### src/verilog/asrp_pkg.sv
// Overview of operation
// - Each conversion result is a 12-bit unsigned code.
// - Host link is active-low select, host serial clock, serial result line.
// - Conversion timed by internal clock, not serial clock, lasting 3.5 us.
// - Block powers down by itself between active cycles.
// - Output stays high impedance until select falls or frame sync rises while select low.
// - Result shifts out most significant bit first.
// - Frame sync high at select fall: MSB driven, valid first falling clock.
// - Frame sync low at select fall: both controls used, MSB still driven.
// - While select low, each frame sync rise restarts the frame with the MSB of the next buffered result.
// - Bits valid at falling clock edges; host samples on those edges.
// - Frame is 16 bits: result in upper twelve, four ignored trailing bits.
// - Straight unipolar binary, zero code at ground, all ones at full scale.
// - Bits change on rising clock; output released after sixteenth clock.
package asrp_pkg;
	localparam int          RES_W     = 12;
	localparam int          FRAME_W   = 16;
	localparam int          CNT_W     = 5;
	localparam int          CLK_HZ    = 25000000;
	localparam real         CONV_US   = 3.5;
	localparam int          CONV_CYC  = (CONV_US * CLK_HZ / 1000000.0 < 1.0) ? 1 : int'(CONV_US * CLK_HZ / 1000000.0 + 0.499);
	localparam int          FIFO_D    = 4;
	localparam logic [3:0]  PAD_BITS  = 4'h0;
	localparam logic [4:0]  CNT_ZERO  = 5'h00;
	localparam logic [4:0]  CNT_FULL  = 5'h10;
	localparam logic [11:0] CODE_ZERO = 12'h000;
	typedef enum logic [1:0] {ASRP_SLEEP, ASRP_CONV, ASRP_READY} asrp_conv_t;
endpackage : asrp_pkg

### src/verilog/asrp_fifo_if.sv
`timescale 1ns/1ps
interface asrp_fifo_if #(parameter int W = 12);
	logic         in_valid;
	logic         in_ready;
	logic [W-1:0] in_data;
	logic         out_valid;
	logic         out_ready;
	logic [W-1:0] out_data;
	modport fifo (input in_valid, in_data, out_ready, output in_ready, out_valid, out_data);
	modport user (output in_valid, in_data, out_ready, input in_ready, out_valid, out_data);
endinterface : asrp_fifo_if

### src/verilog/asrp_fifo.sv
`timescale 1ns/1ps
module asrp_fifo #(
	parameter int W = 12,
	parameter int D = 4
) (
	// Clock and reset
	input  wire logic   clk,
	input  wire logic   srst,
	// Stream
	asrp_fifo_if.fifo   f
);
	localparam int AW = $clog2(D);
	logic [W-1:0]  mem_q [D];
	logic [AW-1:0] wr_q, wr_d, rd_q, rd_d;
	logic [AW:0]   cnt_q, cnt_d;
	logic          push, pop;

	assign f.in_ready  = (cnt_q != (AW+1)'(D));
	assign f.out_valid = (cnt_q != '0);
	assign f.out_data  = mem_q[rd_q];
	assign push        = f.in_valid && f.in_ready;
	assign pop         = f.out_valid && f.out_ready;

	always_comb begin
		wr_d  = push ? ((wr_q == AW'(D-1)) ? '0 : wr_q + 1'b1) : wr_q;
		rd_d  = pop ? ((rd_q == AW'(D-1)) ? '0 : rd_q + 1'b1) : rd_q;
		cnt_d = cnt_q + (AW+1)'(push) - (AW+1)'(pop);
	end

	always_ff @(posedge clk) begin
		if (srst) begin
			wr_q  <= '0;
			rd_q  <= '0;
			cnt_q <= '0;
		end else begin
			wr_q  <= wr_d;
			rd_q  <= rd_d;
			cnt_q <= cnt_d;
		end
		if (push) begin
			mem_q[wr_q] <= f.in_data;
		end
	end
endmodule : asrp_fifo

### src/verilog/asrp_top.sv
`timescale 1ns/1ps
module asrp_top
	import asrp_pkg::*;
#(
	parameter int RW = RES_W,
	parameter int CC = CONV_CYC
) (
	// Clock and reset
	input  wire logic          clk,
	input  wire logic          srst,
	// Converter core
	input  wire logic          conv_valid,
	input  wire logic [RW-1:0] conv_code,
	output logic               conv_ready,
	output logic               powered_down,
	// Host link
	input  wire logic          cs_n,
	input  wire logic          sclk,
	input  wire logic          frame_sync_in,
	output logic               serial_result_out,
	output logic               serial_result_oe
);
	// ----------------------------------------
	// Input synchronisers
	// ----------------------------------------
	logic [2:0] cs_s_q, sk_s_q, fs_s_q;
	logic       cs_q, sk_q, fs_q;
	logic       cs_d, sk_d, fs_d;

	always_comb begin
		cs_d = cs_q;
		sk_d = sk_q;
		fs_d = fs_q;
		// A new level counts once the last two stages agree
		if (cs_s_q[2] == cs_s_q[1]) begin
			cs_d = cs_s_q[1];
		end
		if (sk_s_q[2] == sk_s_q[1]) begin
			sk_d = sk_s_q[1];
		end
		if (fs_s_q[2] == fs_s_q[1]) begin
			fs_d = fs_s_q[1];
		end
	end

	// Sampling stages
	always_ff @(posedge clk) begin
		if (srst) begin
			cs_s_q <= 3'h7;
			sk_s_q <= 3'h0;
			fs_s_q <= 3'h7;
		end else begin
			cs_s_q <= {cs_s_q[1:0], cs_n};
			sk_s_q <= {sk_s_q[1:0], sclk};
			fs_s_q <= {fs_s_q[1:0], frame_sync_in};
		end
	end

	// Filtered levels
	always_ff @(posedge clk) begin
		if (srst) begin
			cs_q   <= 1'b1;
			sk_q   <= 1'b0;
			fs_q   <= 1'b1;
		end else begin
			cs_q   <= cs_d;
			sk_q   <= sk_d;
			fs_q   <= fs_d;
		end
	end

	// ----------------------------------------
	// Edge detection
	// ----------------------------------------
	logic cs_fall, fs_rise, sk_rise, sk_fall, start;

	always_comb begin
		cs_fall = cs_q && !cs_d;
		fs_rise = !fs_q && fs_d;
		sk_rise = !sk_q && sk_d;
		sk_fall = sk_q && !sk_d;
		// Select fall with frame sync high or low, or frame sync rise under select
		start   = cs_fall || (fs_rise && !cs_q);
	end

	// ----------------------------------------
	// Result buffer
	// ----------------------------------------
	asrp_fifo_if #(.W(RW)) fq ();
	asrp_fifo #(.W(RW), .D(FIFO_D)) u_fifo (
		.clk  (clk),
		.srst (srst),
		.f    (fq)
	);

	// Stream into the buffer
	assign fq.in_valid  = (st_q == ASRP_READY);
	assign fq.in_data   = cv_q;

	// ----------------------------------------
	// Conversion timer and power down
	// ----------------------------------------
	asrp_conv_t     st_q, st_d;
	logic [15:0]    tm_q, tm_d;
	logic [RW-1:0]  cv_q, cv_d;

	// Idle converter takes a sample; asleep when nothing waits
	always_comb begin
		conv_ready   = (st_q == ASRP_SLEEP);
		powered_down = (st_q == ASRP_SLEEP) && !fq.out_valid;
	end

	always_comb begin
		st_d = st_q;
		tm_d = tm_q;
		cv_d = cv_q;
		case (st_q)
			ASRP_SLEEP: begin
				if (conv_valid) begin
					st_d = ASRP_CONV;
					tm_d = 16'(CC - 1);
					cv_d = conv_code;
				end
			end
			ASRP_CONV: begin
				// Internal clock counts, serial clock not involved
				if (tm_q == '0) begin
					st_d = ASRP_READY;
				end else begin
					tm_d = tm_q - 1'b1;
				end
			end
			ASRP_READY: begin
				if (fq.in_ready) begin
					st_d = ASRP_SLEEP;
				end
			end
			default: begin
				st_d = ASRP_SLEEP;
			end
		endcase
	end

	always_ff @(posedge clk) begin
		if (srst) begin
			st_q <= ASRP_SLEEP;
			tm_q <= '0;
			cv_q <= CODE_ZERO;
		end else begin
			st_q <= st_d;
			tm_q <= tm_d;
			cv_q <= cv_d;
		end
	end

	// ----------------------------------------
	// Serial shifter
	// ----------------------------------------
	logic [FRAME_W-1:0] sh_q, sh_d;
	logic [CNT_W-1:0]   bc_q, bc_d;
	logic               oe_q, oe_d;
	logic               act_q, act_d;
	logic [CNT_W-1:0]   bc_nx;
	logic               last_bit;

	// Each frame start takes the oldest buffered result
	assign fq.out_ready      = start;

	always_comb begin
		sh_d     = sh_q;
		bc_d     = bc_q;
		oe_d     = oe_q;
		act_d    = act_q;
		bc_nx    = bc_q + 1'b1;
		last_bit = (bc_nx == CNT_FULL);
		if (start) begin
			// Oldest buffered result, or zero code when none is buffered
			sh_d  = {(fq.out_valid ? fq.out_data : CODE_ZERO), PAD_BITS};
			bc_d  = CNT_ZERO;
			oe_d  = 1'b1;
			act_d = 1'b1;
		end else if (cs_q) begin
			oe_d  = 1'b0;
			act_d = 1'b0;
		end else if (act_q && sk_fall) begin
			// Host samples here; count the bit
			bc_d = bc_nx;
			if (last_bit) begin
				act_d = 1'b0;
				oe_d  = 1'b0;
			end
		end else if (act_q && sk_rise) begin
			// First rise of a frame keeps the MSB
			if (bc_q != CNT_ZERO) begin
				sh_d = {sh_q[FRAME_W-2:0], 1'b0};
			end
		end
	end

	always_ff @(posedge clk) begin
		if (srst) begin
			sh_q  <= '0;
			bc_q  <= CNT_ZERO;
			oe_q  <= 1'b0;
			act_q <= 1'b0;
		end else begin
			sh_q  <= sh_d;
			bc_q  <= bc_d;
			oe_q  <= oe_d;
			act_q <= act_d;
		end
	end

	// ----------------------------------------
	// Output stage
	// ----------------------------------------
	assign serial_result_out = sh_q[FRAME_W-1];
	assign serial_result_oe  = oe_q;
endmodule : asrp_top

### config.mk
export PLATFORM = sky130hd
export DESIGN_NAME = asrp_top
export DESIGN_NICKNAME = d
export VERILOG_FILES = /design/src/verilog/asrp_pkg.sv /design/src/verilog/asrp_fifo_if.sv /design/src/verilog/asrp_fifo.sv /design/src/verilog/asrp_top.sv
export SDC_FILE = /design/constraint.sdc
export NUM_CORES = 1
export LEC_CHECK = 0
export BUFFER_PORTS_ARGS = -buffer_cell sky130_fd_sc_hd__buf_2
export CAP_MARGIN = 20
export CORE_MARGIN = 4
export CORE_UTILIZATION = 46
export CTS_CLUSTER_DIAMETER = 120
export DETAILED_ROUTE_END_ITERATION = 10
export PLACE_DENSITY = 0.71
export REMOVE_ABC_BUFFERS = 1
export SETUP_SLACK_MARGIN = 0.3
export SLEW_MARGIN = 20
export SYNTH_ARGS = -nofsm -noshare
export SYNTH_HDL_FRONTEND = slang
export SYNTH_HIERARCHICAL = 1
export SYNTH_SLANG_ARGS = --single-unit
### constraint.sdc
create_clock -name clk -period 2.2 [get_ports clk]
set_input_delay 0.44 -clock clk [delete_from_list [all_inputs] [get_ports clk]]
set_output_delay 0.44 -clock clk [all_outputs]
set_load 0.01 [all_outputs]
==> results of run 1 <==
per-stage QoR:
stage	instance area, µm²	TNS [ps]	instances	total power, µW	utilization (%)
after global placement	5130	-44.2	558	2860	51.6
after detailed placement	5130	-172	558	2870	51.6
after floorplan	4690	-465	381	2730	-
after CTS	5810	-187	590	5880	58.3
final	5960	-219	596	5890	59.8
after global routing	5960	-440	596	6110	59.8
cells by family after synthesis:
logic type,Yosys count
AO/OA/AOI/OAI,55
buffers and inverters,32
flip-flops,117
AND/OR/NAND/NOR,155
multiplexers,14
adder cells (fa/ha/maj),12
XOR/XNOR,16
worst reg2reg max path, delay by kind of cell, from the launching register on:
family / cells / cell delay (ps)
AO/OA/AOI/OAI: 2 / 210
buffers and inverters: 4 / 240
AND/OR/NAND/NOR: 3 / 600
XOR/XNOR: 1 / 190
adder cells (fa/ha/maj): 3 / 710
flip-flops: 1 / 310
cell type report:
class | instances | area share [%]
clock buffers | 18 | 7.02
clock inverters | 14 | 3.76
inverters | 12 | 0.777
multi-input cells | 253 | 32.8
flip-flops and latches | 117 | 47.5
well taps | 133 | 2.79
repair buffers | 49 | 5.29
timing repair:
| action | 4_1_cts | 5_1_grt |
|---|---|---|
| buffers inserted | 0 | 5 |
| gates resized for setup | 7 | 22 |
| endpoints found under the hold margin | 0 | 0 |
| pin swaps | 1 | 9 |
| cloned | 0 | 1 |
| hold buffers | 0 | 0 |
| setup endpoints to repair | 11 | 20 |
flip-flops by register name (all words and copies together), names as in the netlist, 2 cells and up, named ones only:
name          cells
u_fifo/mem_q     48
tm_q             16
cv_q             12
sh_q             12
bc_q              5
cs_s_q            3
fs_s_q            3
sk_s_q            3
u_fifo/cnt_q      3
st_q              2
u_fifo/rd_q       2
u_fifo/wr_q       2
layout by cell type (no fill, tap or decap), types with 3 or more instances in the layout:
| cell type | synthesis | layout |
|---|---|---|
| nor4b_1 | 3 | 3 |
| inv_6 | 0 | 5 |
| nand4_1 | 4 | 4 |
| o21bai_1 | 3 | 3 |
| a221oi_2 | 0 | 5 |
| clkbuf_16 | 0 | 16 |
| dfxtp_2 | 0 | 4 |
| edfxtp_1 | 48 | 48 |
| bufinv_16 | 0 | 5 |
| nor2b_1 | 6 | 6 |
| inv_1 | 11 | 8 |
| nand3_1 | 5 | 5 |
| nor2_1 | 34 | 34 |
| ha_1 | 11 | 9 |
| a21oi_1 | 19 | 19 |
| buf_2 | 3 | 21 |
| and3_2 | 4 | 4 |
| or4_4 | 3 | 3 |
| a211oi_1 | 3 | 3 |
| dfxtp_1 | 69 | 64 |
| nor3_1 | 24 | 22 |
| inv_2 | 0 | 3 |
| a221oi_1 | 10 | 5 |
| o21ai_0 | 5 | 5 |
| nand2_1 | 35 | 35 |
| nand2b_1 | 5 | 5 |
| or2_2 | 6 | 6 |
| mux4_2 | 12 | 12 |
| buf_4 | 2 | 28 |
| xor2_1 | 14 | 13 |
routing by layer:
metal | vias up | GRT usage (%)
met5 | - | 0
met4 | 0 | 4.81
met3 | 8 | 6.23
met2 | 60 | 26.9
met1 | 1548 | 21.0
li1 | 1555 | -
final timing paths:
path	to	start	slack, ps	cells past startpoint
setup / recovery	u_fifo/cnt_q[2]$_SDFF_PP0_	cs_s_q[2]$_SDFF_PP1_	-140	13
hold / removal	fs_s_q[0]$_SDFF_PP1_	frame_sync_in	120	2
setup reg to reg	u_fifo/cnt_q[2]$_SDFF_PP0_	cs_s_q[2]$_SDFF_PP1_	-140	13
hold reg to reg	fs_s_q[1]$_SDFF_PP1_	fs_s_q[0]$_SDFF_PP1_	410	1
power groups by stage:
stage	combinational [µW]	clock (µW)	sequential, µW
floorplan	304	0	2430
global placement	418	0	2440
detailed placement	425	0	2450
CTS	439	3040	2410
global route	556	3140	2420
finish	502	2980	2410
==> results.yml, run 1 <==
outcome:
  status: "complete, but fails checks"
  violations: "setup timing"
power_and_ir_drop:
  p_leak_uw: 0.00220
  power_switching_uw: 1350
  ir_drop_mv: 0.909
  netSwitchingFraction_pct: 22.9
  power_per_cell_area_nw_per_um2: 989
  p_comb_share_pct: 8.5
  power_frac_seq_pct: 40.8
  p_int_uw: 4540
  clockPowerShare_pct: 50.6
detailed_routing:
  wl_met3_um: 372
  met1Wirelength_um: 4360
  post_drt_wl_per_cell_um: 15.9
  drt_iter0_markers: 179
  detail-route-antenna-nets: 0
  drtPass1Iterations: 4
  dr_wl_met2_um: 4680
  drcViolationCount: 0
  num_vias: 3171
  dr.max_layer_used: "met4"
  routed_wl_um: 9510
  vias_per_cell: 5.32
clock_tree:
  clockRootBuffer: "clkbuf_8"
  ctsLongestPathBuffers: 2
  cts_buffers: 17
  cts_max_level: 4
  clk_latency_ps: 510
  clkSinkCount: 117
  clkTransAtPathRegs_ps: 60
  cts_tree: "built"
yosys:
  yosysMostFrequentCell: "dfxtp_1"
  synth_area_um2: 4790
  synth-simple-area-share_pct: 18.1
  yosysTopAreaCell: "edfxtp_1"
  netlist.area_leader.share_pct: 30.1
  yosys_most_used_dff: "dfxtp_1"
  synth_seq_area_share_pct: 58.9
  synth_cells: 401
  synth.top_cells.by_count: "dfxtp_1, edfxtp_1, nand2_1"
  ys_top_cells_by_area: "edfxtp_1, dfxtp_1, mux4_2, ha_1, nand2_1"
  synthAdderAreaFrac_pct: 3.29
  ys_seq_elements: 117
  yosys.area_share.xor_xnor_pct: 2.92
  yosysWarningCount: 6
  avgSynthCellArea_um2: 12.0
  synth_edf_count: 48
  muxShareOfSynthArea_pct: 6.06
  synth_cell_type_count: 61
  synth_top_family_by_area: "simple AND/OR/NAND/NOR gates"
  async_reset_ff_share_pct: 0
  synth_compound_area_share_pct: 7.68
critical_path:
  end_kind: "register"
  slowest_delay_ps: 400
  crit_top_cell: "inv_2"
  path_buf_inv: 4
  path_class: "register to register"
  critPathMaxFanout: 2
  slowest_stage: "fa_2"
  required_ps: 2630
  path_cells: "or3b_1 -> o21a_1 -> clkinv_2 -> o31ai_4 -> inv_2 -> ha_4 -> inv_2 -> ha_4 -> inv_2 -> fa_2 -> xor2_2 -> and2_1 -> nor3_2"
  cp-start-kind: "register"
  cp.arrival_ps: 2780
  critical_path.top_delay_family: "adder cells"
cells_and_area:
  drive_above_1_share_pct: 30.0
  area_growth_pct: 24.3
  final_net_count: 480
  fill_cells: 757
  antenna_cells: 0
  multi_input_area_um2: 1950
  seqCellArea_um2: 2830
floorplan:
  die_area_um2: 12100
  die_y_um: 110
  io-pin-count: 22
  die_width_um: 110
  std_cell_rows: 36
  core_area_um2: 9950
  initial_utilization_pct: 48.1
job:
  cap_violations: 0
timing:
  hold_viol_final: 0
  timing.hold.ws_ps: 116
  skew_ps: 8.40
  fin_crit_sh_pct: 107
  rsz0062_at_grt: "yes"
  final-setup-viol-count: 2
  report.final.slew_viol_count: 0
  post-route-min-period_ps: 2340
  max_slew_margin_pct: 63.5
  worstMarginPinSlew_ps: 547
  max_freq_mhz: 427
  setup_ws_ps: -144
placed_design:
  gp_congestion: 0.744
  hpwl_um: 5850
  pre_cts_ws_ps: -172
  port_buffers: 21
global_route:
  grt_max_degree: 24
  grt_overflow: 0
  grt_use_total_pct: 16.7
  grt_pass1_vias: 3193
  grt_pass1_wl_um: 15300
  antenna_found_initial: 0
worst_hold_path:
  hp-class: "input port to register"
(Power assumes the default switching activity.)
==> inputs of run 2 (changes only) <==
BUFFER_PORTS_ARGS = -buffer_cell sky130_fd_sc_hd__clkbuf_2   (was -buffer_cell sky130_fd_sc_hd__buf_2)
CORE_MARGIN = 5   (was 4)
==> run 2 against run 1 <==
Net effect:
- register-to-register slack improved by 80 ps
- fmax increased by 3.4%
- clock skew increased by 2.5 ps
- critical path depth unchanged
- clock power decreased by 9.1%
- utilization decreased by 1.8 points
- combinational power decreased by 2%
- total power decreased by 4.8%
- global-route usage decreased by 0.98 points
- the flow still finishes with violations (setup timing)
- non-clock buffer count decreased by 2
- highest routed layer unchanged
==> results.yml, run 2 (synthesis gave the netlist of run 1 again) <==
timing:
  report.final.slew_viol_count: 0
  max_slew_margin_pct: 58.9
  max_freq_mhz: 441
  hold_viol_final: 0
  final-setup-viol-count: 1
  fin_setup_tns_ps: -66.7
  rsz0062_at_grt: "yes"
  setup_ws_ps: -66.7
  worstMarginPinSlew_ps: 612
  post-route-min-period_ps: 2270
  fin_crit_sh_pct: 103
  timing.hold.ws_ps: 116
  skew_ps: 10.9
power_and_ir_drop:
  power_per_cell_area_nw_per_um2: 945
  ir_drop_mv: 0.722
  p_leak_uw: 0.00219
  power.total_uw: 5610
critical_path:
  crit_top_cell: "inv_1"
  critPathMaxFanout: 2
  path_buf_inv: 4
  end_kind: "register"
  path_class: "register to register"
  path_cells: "or3b_1 -> o21a_1 -> clkinv_2 -> o31ai_2 -> inv_1 -> ha_1 -> inv_1 -> ha_1 -> inv_1 -> fa_2 -> xor2_1 -> and2_1 -> nor3_2"
  critical_path.top_delay_family: "adder cells"
  cp-start-kind: "register"
  required_ps: 2600
  slowest_delay_ps: 370
  slowest_stage: "or3b_1"
  cp.arrival_ps: 2670
global_route:
  antenna_found_initial: 0
  grt_pass1_wl_um: 15400
  grt_overflow: 0
  grt_pass1_vias: 3141
  grt_use_total_pct: 15.7
  grt_max_degree: 22
floorplan:
  core_area_um2: 10200
  die_area_um2: 12600
  io-pin-count: 22
  die_y_um: 112
  initial_utilization_pct: 46.8
  die_width_um: 112
  std_cell_rows: 37
clock_tree:
  cts_max_level: 4
  cts_buffers: 17
  clkTransAtPathRegs_ps: 60
  clkSinkCount: 117
  clk_latency_ps: 510
  cts_tree: "built"
  ctsLongestPathBuffers: 2
  clockRootBuffer: "clkbuf_8"
outcome:
  status: "complete, but fails checks"
  violations: "setup timing"
cells_and_area:
  reg_top3: "u_fifo/mem_q x48, tm_q x16"
  antenna_cells: 0
  area_growth_pct: 23.8
  most-common-layout-cells: "dfxtp_1, edfxtp_1, nand2_1"
  utilization_pct: 58.0
  final_net_count: 478
  final_common_cell: "dfxtp_1"
  drive_above_1_share_pct: 29.9
  largest_reg_flops: 48
  largest_register: "u_fifo/mem_q"
detailed_routing:
  post_drt_wl_per_cell_um: 15.8
  vias_per_cell: 5.31
  detail-route-antenna-nets: 0
  routed_wl_um: 9430
  drcViolationCount: 0
  num_vias: 3171
  drtPass1Iterations: 5
  drt_iter0_markers: 147
placed_design:
  hpwl_um: 5780
  port_buffers: 21
  gp_congestion: 0.751
worst_hold_path:
  hp-class: "input port to register"
job:
  cap_violations: 0
-- run 2: layout make-up --
type,count,area [µm²]
Fill cell,817,4300
Sequential cell,117,2840
Multi-Input combinational cell,253,1980
Clock buffer,17,414
Timing Repair Buffer,47,308
Clock inverter,15,176
Tap cell,136,170
Inverter,12,46.3
-- run 2: repair_timing --
| item | in CTS | in global routing |
|---|---|---|
| resized for setup | 7 | 33 |
| buffers inserted | 1 | 2 |
| setup endpoints to repair | 14 | 27 |
| gates cloned | 0 | 2 |
| endpoints found under the hold margin | 0 | 0 |
| pin swaps | 1 | 13 |
| hold buffers | 0 | 0 |
-- run 2: final timing paths --
path / start / end / slack [ps] / depth (start not counted)
worst min-delay path: cs_n / cs_s_q[0]$_SDFF_PP1_ / 120 / 2
worst max register to register: cs_s_q[1]$_SDFF_PP1_ / u_fifo/cnt_q[2]$_SDFF_PP0_ / -70 / 13
worst min register to register: fs_s_q[0]$_SDFF_PP1_ / fs_s_q[1]$_SDFF_PP1_ / 400 / 1
worst max-delay path: cs_s_q[1]$_SDFF_PP1_ / u_fifo/cnt_q[2]$_SDFF_PP0_ / -70 / 13
-- run 2: through the flow --
stage | setup WS, ps | instance area (µm²) | cells
finish | -66.7 | 5930 | 597
global route | -192 | 5930 | 597
CTS | -115 | 5760 | 593
detailed placement | -143 | 5130 | 560
global placement | -53.6 | 5130 | 560
floorplan | -345 | 4690 | 381
-- run 2: per-layer routing --
layer | vias up | track usage [%] | wire length [µm] | share of wire, %
met5 | - | 0 | 0 | 0
met4 | 0 | 6.57 | 103 | 1.1
met3 | 8 | 4.58 | 289 | 3.1
met2 | 43 | 25.1 | 4740 | 50
met1 | 1562 | 20.1 | 4300 | 46
li1 | 1558 | - | - | -
-- run 2: power breakdown --
| part | switching, µW | internal [µW] | leakage [µW] |
|---|---|---|---|
| registers | 74.2 | 2330 | 0.00101 |
| logic | 262 | 228 | 0.000902 |
| clock network | 983 | 1730 | 0.000278 |
-- run 2: worst register-to-register path, delay by kind of cell, from the launching register on --
family,cells,cell delay [ps]
AND/OR/NAND/NOR,3,580
flip-flops,1,300
XOR/XNOR,1,180
buffers and inverters,4,220
adder cells (fa/ha/maj),3,670
AO/OA/AOI/OAI,2,210
